==> config.mk <==
export PLATFORM = sky130hd
export DESIGN_NAME = three_port_gpio_registers
export DESIGN_NICKNAME = d
export VERILOG_FILES = /design/src/gpio_ports_pkg.sv /design/src/gpio_port_slice.sv /design/src/three_port_gpio_registers.sv
export VERILOG_INCLUDE_DIRS = /design/src /design/src/src
export SDC_FILE = /design/constraint.sdc
export NUM_CORES = 1
export LEC_CHECK = 0
export ABC_CLOCK_PERIOD_IN_PS = 3100
export BUFFER_PORTS_ARGS = -buffer_cell sky130_fd_sc_hd__buf_2
export CORE_MARGIN = 2
export CORE_UTILIZATION = 35
export CTS_CLUSTER_SIZE = 16
export DETAILED_ROUTE_END_ITERATION = 6
export SYNTH_ARGS = -nofsm -noshare
export SYNTH_HDL_FRONTEND = slang
export SYNTH_SLANG_ARGS = --single-unit
==> constraint.sdc <==
create_clock -name ref_clk_in -period 3.1 [get_ports ref_clk_in]
set_clock_uncertainty 0.15 [all_clocks]
set_input_delay 0.31 -clock ref_clk_in [delete_from_list [all_inputs] [get_ports ref_clk_in]]
set_output_delay 0.31 -clock ref_clk_in [all_outputs]
set_load 0.02 [all_outputs]
==> src/gpio_ports_regs.svh <==
// Register offsets, reset values and widths of the three GPIO ports.
// Assumes inclusion by bare name; definitions only.
`ifndef GPIO_PORTS_REGS_SVH
`define GPIO_PORTS_REGS_SVH

// ==========================================================================
// Data-space offsets
`define IO_SPACE_BASE 8'h20
`define IO_SPACE_LAST 6'h3F
`define PORT_B_PIN_LEVELS_OFS 8'h23
`define PORT_B_DIRECTION_OFS 8'h24
`define PORT_B_OUTPUT_LATCH_OFS 8'h25
`define PORT_C_PIN_LEVELS_OFS 8'h26
`define PORT_C_DIRECTION_OFS 8'h27
`define PORT_C_OUTPUT_LATCH_OFS 8'h28
`define PORT_D_PIN_LEVELS_OFS 8'h29
`define PORT_D_DIRECTION_OFS 8'h2A
`define PORT_D_OUTPUT_LATCH_OFS 8'h2B

// ==========================================================================
// Reset values and widths
`define PORT_DIRECTION_RESET 8'h00
`define PORT_OUTPUT_LATCH_RESET 8'h00
`define PORT_B_WIDTH 8
`define PORT_C_WIDTH 7
`define PORT_D_WIDTH 8

`endif

==> src/gpio_ports_pkg.sv <==
// Types shared by the GPIO port block.
// Assumes nothing beyond a SystemVerilog compiler.
package gpio_ports_pkg;
  typedef logic [7:0] byte_t;
  typedef logic [7:0] data_addr_t;
  typedef logic [5:0] io_addr_t;
  typedef enum logic [1:0] {
    SEL_PIN_LEVELS = 2'b00,
    SEL_DIRECTION = 2'b01,
    SEL_OUTPUT_LATCH = 2'b10,
    SEL_NONE = 2'b11
  } reg_sel_e;
endpackage

==> src/gpio_port_slice.sv <==
// One GPIO port: direction, output latch, pin synchroniser and pad drive.
// Assumes access strobes already decoded and on ref_clk_in.
`timescale 1ns/10ps
`default_nettype none
`include "gpio_ports_regs.svh"
module gpio_port_slice #(
  parameter int WIDTH = 8
) (
  input wire logic ref_clk_in,
  input wire logic reset_n_in,
  input wire logic wr_pin_levels_in,
  input wire logic wr_direction_in,
  input wire logic wr_output_latch_in,
  input wire logic [WIDTH-1:0] wr_data_in,
  input wire logic global_pullup_disable_in,
  input wire logic [WIDTH-1:0] pad_in,
  output logic [WIDTH-1:0] pin_levels_out,
  output logic [WIDTH-1:0] direction_out,
  output logic [WIDTH-1:0] output_latch_out,
  output logic [WIDTH-1:0] pad_out,
  output logic [WIDTH-1:0] pad_oe_out,
  output logic [WIDTH-1:0] pullup_en_out
);
  logic [WIDTH-1:0] direction_r, output_latch_r, output_latch_nxt;
  logic [WIDTH-1:0] sync1_r, sync2_r, sync3_r;
  logic [WIDTH-1:0] pullup_nxt;

  // ========================================================================
  // Next values
  // Write to pin levels toggles latch bits written as one
  assign output_latch_nxt = wr_pin_levels_in ? (output_latch_r ^ wr_data_in) : // RULE_02
                            wr_output_latch_in ? wr_data_in : output_latch_r;
  // Pull-up only for input with latch high, unless globally disabled
  assign pullup_nxt = ~direction_r & output_latch_r & {WIDTH{~global_pullup_disable_in}}; // RULE_08

  // Port registers, clear on reset
  always_ff @(posedge ref_clk_in or negedge reset_n_in) begin
    if (!reset_n_in) begin
      direction_r <= WIDTH'(`PORT_DIRECTION_RESET); // RULE_03
      output_latch_r <= WIDTH'(`PORT_OUTPUT_LATCH_RESET); // RULE_03
    end else begin
      if (wr_direction_in) begin
        direction_r <= wr_data_in;
      end
      output_latch_r <= output_latch_nxt;
    end
  end

  // Pin synchroniser, three stages; first read only by second
  always_ff @(posedge ref_clk_in or negedge reset_n_in) begin
    if (!reset_n_in) begin
      sync1_r <= '0;
      sync2_r <= '0;
      sync3_r <= '0;
      pin_levels_out <= '0;
    end else begin
      sync1_r <= pad_in; // RULE_10
      sync2_r <= sync1_r;
      sync3_r <= sync2_r;
      // Accept a change once stages two and three agree
      pin_levels_out <= (sync2_r & sync3_r) | (pin_levels_out & (sync2_r | sync3_r)); // RULE_04
    end
  end

  // Registered pad drive, direction bit n enables pin n
  always_ff @(posedge ref_clk_in or negedge reset_n_in) begin
    if (!reset_n_in) begin
      direction_out <= '0;
      output_latch_out <= '0;
      pad_out <= '0;
      pad_oe_out <= '0;
      pullup_en_out <= '0;
    end else begin
      direction_out <= wr_direction_in ? wr_data_in : direction_r;
      output_latch_out <= output_latch_nxt;
      pad_out <= output_latch_nxt;
      pad_oe_out <= wr_direction_in ? wr_data_in : direction_r; // RULE_06
      pullup_en_out <= pullup_nxt;
    end
  end
endmodule
`default_nettype wire

==> src/three_port_gpio_registers.sv <==
// Three GPIO ports (B, C, D) behind the internal I/O bus of the core.
// Assumes a single-cycle bus on ref_clk_in: strobes with address, write data,
// registered read data; the pull-up disable level comes from control logic.
//
// Operation
// (RULE_01) Decode data-space offsets, and I/O offsets 0x20 lower within 0x00-0x3F.
// (RULE_02) Writing a pin levels register toggles output latch bits written one.
// (RULE_03) Reset clears every direction and output latch register to 0x00.
// (RULE_04) Pin levels have no reset value, follow pins; port B's at 0x23. Here reset clears pin levels and synchroniser stages to 0.
// (RULE_05) Port C implements bits 6:0 only; bit 7 unimplemented everywhere.
// (RULE_06) Ports B and D are eight bits; direction bit n drives pin n.
// (RULE_07) Each port has pin levels, direction, latch at consecutive addresses.
// (RULE_08) Global pull-up disable turns off all pull-ups, even direction/data 0b01.
// (RULE_09) Port B output latch sits at 0x25, resets to 0x00.
// (RULE_10) Pin levels pass a multi-stage synchroniser on the system clock.
`timescale 1ns/10ps
`default_nettype none
`include "gpio_ports_regs.svh"
module three_port_gpio_registers #(
  parameter int B_WIDTH = `PORT_B_WIDTH,
  parameter int C_WIDTH = `PORT_C_WIDTH,
  parameter int D_WIDTH = `PORT_D_WIDTH
) (
  input wire logic ref_clk_in,
  input wire logic reset_n_in,
  input wire logic data_space_rd_in,
  input wire logic data_space_wr_in,
  input wire gpio_ports_pkg::data_addr_t data_space_addr_in,
  input wire logic io_space_rd_in,
  input wire logic io_space_wr_in,
  input wire gpio_ports_pkg::io_addr_t io_space_addr_in,
  input wire gpio_ports_pkg::byte_t bus_wdata_in,
  input wire logic global_pullup_disable_in,
  input wire logic [B_WIDTH-1:0] port_b_pad_in,
  input wire logic [C_WIDTH-1:0] port_c_pad_in,
  input wire logic [D_WIDTH-1:0] port_d_pad_in,
  output gpio_ports_pkg::byte_t bus_rdata_out,
  output logic bus_hit_out,
  output logic [B_WIDTH-1:0] port_b_pad_out,
  output logic [B_WIDTH-1:0] port_b_pad_oe_out,
  output logic [B_WIDTH-1:0] port_b_pullup_en_out,
  output logic [C_WIDTH-1:0] port_c_pad_out,
  output logic [C_WIDTH-1:0] port_c_pad_oe_out,
  output logic [C_WIDTH-1:0] port_c_pullup_en_out,
  output logic [D_WIDTH-1:0] port_d_pad_out,
  output logic [D_WIDTH-1:0] port_d_pad_oe_out,
  output logic [D_WIDTH-1:0] port_d_pullup_en_out
);
  import gpio_ports_pkg::*;

  // ========================================================================
  // Address decode
  // Maps a data-space offset onto a port and register
  function automatic logic [3:0] decode(input data_addr_t a);
    logic [3:0] r;
    r = {2'b11, SEL_NONE};
    unique case (a)
      `PORT_B_PIN_LEVELS_OFS: r = {2'b00, SEL_PIN_LEVELS}; // RULE_04
      `PORT_B_DIRECTION_OFS: r = {2'b00, SEL_DIRECTION}; // RULE_07
      `PORT_B_OUTPUT_LATCH_OFS: r = {2'b00, SEL_OUTPUT_LATCH}; // RULE_09
      `PORT_C_PIN_LEVELS_OFS: r = {2'b01, SEL_PIN_LEVELS};
      `PORT_C_DIRECTION_OFS: r = {2'b01, SEL_DIRECTION};
      `PORT_C_OUTPUT_LATCH_OFS: r = {2'b01, SEL_OUTPUT_LATCH};
      `PORT_D_PIN_LEVELS_OFS: r = {2'b10, SEL_PIN_LEVELS};
      `PORT_D_DIRECTION_OFS: r = {2'b10, SEL_DIRECTION};
      `PORT_D_OUTPUT_LATCH_OFS: r = {2'b10, SEL_OUTPUT_LATCH};
      default: r = {2'b11, SEL_NONE};
    endcase
    return r;
  endfunction

  // Merge both address forms; I/O address plus 0x20 gives the data offset
  wire logic use_io = io_space_rd_in | io_space_wr_in;
  wire data_addr_t io_as_data = 8'({2'b00, io_space_addr_in} + `IO_SPACE_BASE); // RULE_01
  wire data_addr_t eff_addr = use_io ? io_as_data : data_space_addr_in; // RULE_01
  wire logic any_wr = data_space_wr_in | io_space_wr_in;
  wire logic any_rd = data_space_rd_in | io_space_rd_in;
  wire logic [3:0] dec = decode(eff_addr);
  wire logic [1:0] port_sel = dec[3:2];
  wire reg_sel_e reg_sel = reg_sel_e'(dec[1:0]);
  wire logic hit = (reg_sel != SEL_NONE);

  // Per-port write strobes
  wire logic [2:0] port_hit = {port_sel == 2'b10, port_sel == 2'b01, port_sel == 2'b00};
  wire logic [2:0] wr_pin = port_hit & {3{any_wr & (reg_sel == SEL_PIN_LEVELS)}}; // RULE_02
  wire logic [2:0] wr_dir = port_hit & {3{any_wr & (reg_sel == SEL_DIRECTION)}};
  wire logic [2:0] wr_lat = port_hit & {3{any_wr & (reg_sel == SEL_OUTPUT_LATCH)}};

  // ========================================================================
  // Port instances
  logic [B_WIDTH-1:0] b_pin, b_dir, b_lat;
  logic [C_WIDTH-1:0] c_pin, c_dir, c_lat;
  logic [D_WIDTH-1:0] d_pin, d_dir, d_lat;

  gpio_port_slice #(.WIDTH(B_WIDTH)) u_port_b (
    .ref_clk_in(ref_clk_in),
    .reset_n_in(reset_n_in),
    .wr_pin_levels_in(wr_pin[0]),
    .wr_direction_in(wr_dir[0]),
    .wr_output_latch_in(wr_lat[0]),
    .wr_data_in(bus_wdata_in[B_WIDTH-1:0]), // RULE_06
    .global_pullup_disable_in(global_pullup_disable_in),
    .pad_in(port_b_pad_in),
    .pin_levels_out(b_pin),
    .direction_out(b_dir),
    .output_latch_out(b_lat),
    .pad_out(port_b_pad_out),
    .pad_oe_out(port_b_pad_oe_out),
    .pullup_en_out(port_b_pullup_en_out)
  );

  gpio_port_slice #(.WIDTH(C_WIDTH)) u_port_c (
    .ref_clk_in(ref_clk_in),
    .reset_n_in(reset_n_in),
    .wr_pin_levels_in(wr_pin[1]),
    .wr_direction_in(wr_dir[1]),
    .wr_output_latch_in(wr_lat[1]),
    .wr_data_in(bus_wdata_in[C_WIDTH-1:0]), // RULE_05
    .global_pullup_disable_in(global_pullup_disable_in),
    .pad_in(port_c_pad_in),
    .pin_levels_out(c_pin),
    .direction_out(c_dir),
    .output_latch_out(c_lat),
    .pad_out(port_c_pad_out),
    .pad_oe_out(port_c_pad_oe_out),
    .pullup_en_out(port_c_pullup_en_out)
  );

  gpio_port_slice #(.WIDTH(D_WIDTH)) u_port_d (
    .ref_clk_in(ref_clk_in),
    .reset_n_in(reset_n_in),
    .wr_pin_levels_in(wr_pin[2]),
    .wr_direction_in(wr_dir[2]),
    .wr_output_latch_in(wr_lat[2]),
    .wr_data_in(bus_wdata_in[D_WIDTH-1:0]), // RULE_06
    .global_pullup_disable_in(global_pullup_disable_in),
    .pad_in(port_d_pad_in),
    .pin_levels_out(d_pin),
    .direction_out(d_dir),
    .output_latch_out(d_lat),
    .pad_out(port_d_pad_out),
    .pad_oe_out(port_d_pad_oe_out),
    .pullup_en_out(port_d_pullup_en_out)
  );

  // ========================================================================
  // Read path
  // Zero-extends a port value to a byte; unimplemented bits read zero
  function automatic byte_t widen(input logic [7:0] v, input int w);
    byte_t m;
    m = 8'hFF >> (8 - w);
    return v & m;
  endfunction

  wire byte_t b_sel = widen(8'(reg_sel == SEL_PIN_LEVELS ? b_pin :
                               reg_sel == SEL_DIRECTION ? b_dir : b_lat), B_WIDTH);
  wire byte_t c_sel = widen(8'(reg_sel == SEL_PIN_LEVELS ? c_pin :
                               reg_sel == SEL_DIRECTION ? c_dir : c_lat), C_WIDTH); // RULE_05
  wire byte_t d_sel = widen(8'(reg_sel == SEL_PIN_LEVELS ? d_pin :
                               reg_sel == SEL_DIRECTION ? d_dir : d_lat), D_WIDTH);
  wire byte_t rd_mux = !hit ? 8'h00 :
                       port_sel == 2'b00 ? b_sel :
                       port_sel == 2'b01 ? c_sel : d_sel;

  // Registered read data and hit flag, one cycle after the strobe
  always_ff @(posedge ref_clk_in or negedge reset_n_in) begin
    if (!reset_n_in) begin
      bus_rdata_out <= 8'h00;
      bus_hit_out <= 1'b0;
    end else begin
      bus_rdata_out <= any_rd ? rd_mux : 8'h00;
      bus_hit_out <= (any_rd | any_wr) & hit;
    end
  end
endmodule
`default_nettype wire

==> flow_summary.rst <==
.. list-table::
   :header-rows: 1

   * - Metric
     - Value
   * - Number of antenna cells inserted
     - 0
   * - Max VDD drop
     - 398.8 µV
   * - Shortest period the worst path allows
     - 2.534 ns
   * - Total global-route track usage
     - 0.1767
   * - Global route hottest layer
     - met2
   * - Category of the worst setup path capture point
     - register
   * - Initial antenna violation count
     - 0
   * - Post CTS Setup Buffer Count
     - 0
   * - Net count after synthesis
     - 520
   * - Maximum number of pins on one net before global-route repair
     - 59
   * - Yosys reg bits
     - 170
   * - Wire length after detailed routing
     - 16,320 µm
   * - Top area cells in the synthesized netlist
     - sky130_fd_sc_hd__dfrtp_1 (67%), sky130_fd_sc_hd__maj3_1 (3.6%), sky130_fd_sc_hd__nor3b_1 (3.0%)
   * - Clock tree root buffer cell
     - sky130_fd_sc_hd__clkbuf_16
   * - Setup slack on the worst flop-to-flop path
     - 1.64 ns
   * - Worst-Margin Slew
     - 0.6342 ns
   * - Unique cell type count in the Yosys netlist
     - 56
   * - Worst endpoint data arrival time
     - 2.67 ns
   * - Area taken by multi-input logic gates
     - 1997 µm²
   * - Final Slew Violations
     - 0
   * - Hold Slack
     - 0.07140 ns
   * - Vertical extent of the die
     - 138.4 µm
   * - Aggregate negative setup slack
     - 0 ns
   * - Worst min-delay path class
     - input port to register
   * - Total setup violations reported at the end of the flow
     - 0
   * - Post-route ant nets
     - 0
   * - Count of mapped cells out of synthesis
     - 468
   * - Run status
     - finished, final reports clean
   * - Number of buffers inserted by hold repair at cts
     - 24
   * - Number of levels the H-tree was split into
     - 4
   * - Slew Limit Headroom
     - 0.5713
   * - IO buf count
     - 129
   * - FFs w/ async S/R, synth
     - 1.000
   * - Wire per inst
     - 18.57 µm
   * - Area of the core
     - 17,840 µm²
   * - Placed wire-length estimate
     - 11,670 µm
   * - Final Wtd Congestion
     - 0.8429
   * - Number of global-route vias before repair
     - 4,685
   * - Most common cell after layout, fill and taps aside
     - sky130_fd_sc_hd__dfrtp_1
   * - Max-cap violations
     - 0
   * - Number of cells upsized or downsized after cts
     - 0
   * - Sequential element share of the synthesized area
     - 0.6725
   * - Number of cell rows
     - 49
   * - Hold Vio Cnt, Final
     - 0
   * - Mean area per synthesized cell
     - 13.52 µm²
   * - Total design power
     - 4.881 mW
   * - Clk sink count
     - 170
   * - Number of detailed-route iterations in the first pass
     - 4
   * - Power per standard cell area
     - 601.4 nW/µm²
   * - M2 GR Usage
     - 0.2749
   * - Number of enable flip-flop cells after synthesis
     - 0
   * - Clock tree from TritonCTS
     - built
   * - Sort of element at the start of the critical path
     - input port
   * - GR met3 Demand/Resource
     - 0.05507
   * - Share of Yosys cell area claimed by the top area cell type
     - 0.6725
   * - Layout cells sized above 1
     - 0.3108
   * - Buffer depth of the longest clock path
     - 2
   * - Commonest cells after routing, fill and taps aside
     - sky130_fd_sc_hd__dfrtp_1 (170), sky130_fd_sc_hd__buf_2 (128), sky130_fd_sc_hd__a21oi_1 (30)
   * - Tcrit/Tclk final
     - 0.8174
   * - Number of buffers created by CTS
     - 17
   * - Post-synth top area cell
     - sky130_fd_sc_hd__dfrtp_1
   * - Clock slew seen by the registers of the worst setup and hold paths
     - 0.06 ns
   * - Prevailing post-synth register cell
     - sky130_fd_sc_hd__dfrtp_1
   * - Relative area change from synthesis to final layout
     - 28.30%
   * - Fill cell instance count of the final layout
     - 1,655
   * - Number of vias in the routed layout
     - 4,574
   * - Setup repair after global routing missed its margin
     - false
   * - Total congestion overflow after global routing
     - 0
   * - CP max FO
     - 11
   * - Synth warnings
     - 0
   * - Required time reported for the critical path endpoint
     - 3.23 ns
   * - Insertion delay of the later-clocked pin in the worst-skew pair
     - 0.42 ns
   * - I/O Pins
     - 130
   * - Path type of the worst setup path
     - input port to register
   * - Horizontal die dimension
     - 138.4 µm
   * - Via density per instance
     - 5.204
   * - Number of DRC violations after detailed-routing iteration 0
     - 232
   * - Synthesized cell area
     - 6326 µm²
   * - Effective utilization at floorplan
     - 0.3546
   * - Maximum clock frequency
     - 0.3946 GHz
   * - Leakage dissipation
     - 3.807 nW
   * - Final net count
     - 690
   * - Global-route wire length before repair
     - 26,080 µm
   * - Register area
     - 4254 µm²
   * - GR Util met1
     - 0.2320
   * - Die area
     - 19,170 µm²
   * - Residual DRC count
     - 0
## metal layers
| layer | vias to the layer above | routed length, µm |
|---|---|---|
| met1 | 2299 | 7278 |
| li1 | 2085 | - |
| met4 | 0 | 359 |
| met3 | 31 | 961 |
| met2 | 159 | 7721 |
| met5 | - | 0 |
## worst max-delay path, stage by stage
cell,delay (ns)
sky130_fd_sc_hd__buf_2,0.11
sky130_fd_sc_hd__nor4b_2,0.45
sky130_fd_sc_hd__a32oi_1,0.13
sky130_fd_sc_hd__a311oi_1,0.57
sky130_fd_sc_hd__nor4bb_1,0.32
sky130_fd_sc_hd__buf_4,0.25
sky130_fd_sc_hd__nand2_1,0.23
sky130_fd_sc_hd__a21oi_1,0.23
sky130_fd_sc_hd__a311oi_1,0.07
## through the flow
stage	cells	cell area (µm²)	setup WS, ns	util
after CTS	879	8117	0.6142	0.4549
after floorplan	468	6326	0.6482	-
after global routing	879	8117	0.4095	0.4549
final	879	8117	0.5659	0.4549
after detailed placement	824	7317	0.1882	0.4101
after global placement	824	7317	0.2196	0.4101
## report_power, final
group	total, mW	internal, mW	switching [mW]
logic	0.422	0.169	0.253
clock network	2.03	1.18	0.845
registers	2.43	2.34	0.0902
total	4.88	3.69	1.19
## area by class of cell
cell class | count | share of cell area
clock inverters | 10 | 0.01464
repair buffers | 170 | 0.1256
multi-input cells | 279 | 0.2460
clock buffers | 21 | 0.05426
flip-flops and latches | 170 | 0.5241
well taps | 229 | 0.03530
## cells by family after synthesis
group           count (synthesis)  share of synthesized area
simple gates                  114                     0.1096
buf+inv                        19                    0.01286
mux                            24                    0.04252
xor+xnor                        2                   0.002769
compound gates                116                     0.1234
flops                         170                     0.6725
fa+ha+maj                      23                    0.03639
## flip-flops by register name, indices dropped and copies added, names as in the netlist, 7 cells and up
| register | flops |
|---|---|
| bus_rdata_out | 8 |
| u_port_b.direction_r | 8 |
| u_port_b.pad_out | 8 |
| u_port_b.pin_levels_out | 8 |
| u_port_b.pullup_en_out | 8 |
| u_port_b.sync1_r | 8 |
| u_port_b.sync2_r | 8 |
| u_port_b.sync3_r | 8 |
| u_port_c.direction_r | 7 |
| u_port_c.pad_out | 7 |
| u_port_c.pin_levels_out | 7 |
| u_port_c.pullup_en_out | 7 |
| u_port_c.sync1_r | 7 |
| u_port_c.sync2_r | 7 |
| u_port_c.sync3_r | 7 |
| u_port_d.pad_oe_out | 8 |
| u_port_d.pad_out | 8 |
| u_port_d.pin_levels_out | 8 |
| u_port_d.pullup_en_out | 8 |
| u_port_d.sync1_r | 8 |
| u_port_d.sync2_r | 8 |
| u_port_d.sync3_r | 8 |
## path summary, 6_finish.rpt
kind | startpoint | to | cells past startpoint
max in group asynchronous | reset_n_in | u_port_c.pin_levels_out[4] | 3
min | data_space_rd_in | bus_hit_out | 3
max reg2reg | u_port_c.pad_out[1] | bus_rdata_out[1] | 3
min reg2reg | u_port_b.sync1_r[4] | u_port_b.sync2_r[4] | 0
max | data_space_addr_in[4] | u_port_d.pad_out[4] | 9
min in group asynchronous | reset_n_in | u_port_c.sync1_r[0] | 2
## cell usage after synthesis (2+ instances only)
library cell,instances
sky130_fd_sc_hd__a211oi_1,7
sky130_fd_sc_hd__a21oi_1,30
sky130_fd_sc_hd__a221oi_1,2
sky130_fd_sc_hd__a311oi_1,18
sky130_fd_sc_hd__a32oi_1,2
sky130_fd_sc_hd__and2_1,3
sky130_fd_sc_hd__and3_1,2
sky130_fd_sc_hd__buf_1,2
sky130_fd_sc_hd__buf_2,8
sky130_fd_sc_hd__clkbuf_1,9
sky130_fd_sc_hd__dfrtp_1,170
sky130_fd_sc_hd__maj3_1,23
sky130_fd_sc_hd__mux2_1,7
sky130_fd_sc_hd__mux2_2,16
sky130_fd_sc_hd__nand2_1,12
sky130_fd_sc_hd__nand2b_1,3
sky130_fd_sc_hd__nand3_1,11
sky130_fd_sc_hd__nand4_1,2
sky130_fd_sc_hd__nor2_1,28
sky130_fd_sc_hd__nor2_2,2
sky130_fd_sc_hd__nor2b_1,3
sky130_fd_sc_hd__nor3b_1,25
sky130_fd_sc_hd__nor4b_1,2
sky130_fd_sc_hd__o21ai_0,22
sky130_fd_sc_hd__o21ai_1,2
sky130_fd_sc_hd__o221a_2,2
sky130_fd_sc_hd__o22a_1,6
sky130_fd_sc_hd__o22ai_1,12
sky130_fd_sc_hd__o31ai_1,2
sky130_fd_sc_hd__or3_1,7
sky130_fd_sc_hd__or4_1,2
sky130_fd_sc_hd__xnor2_1,2
(Power assumes the default switching activity.)
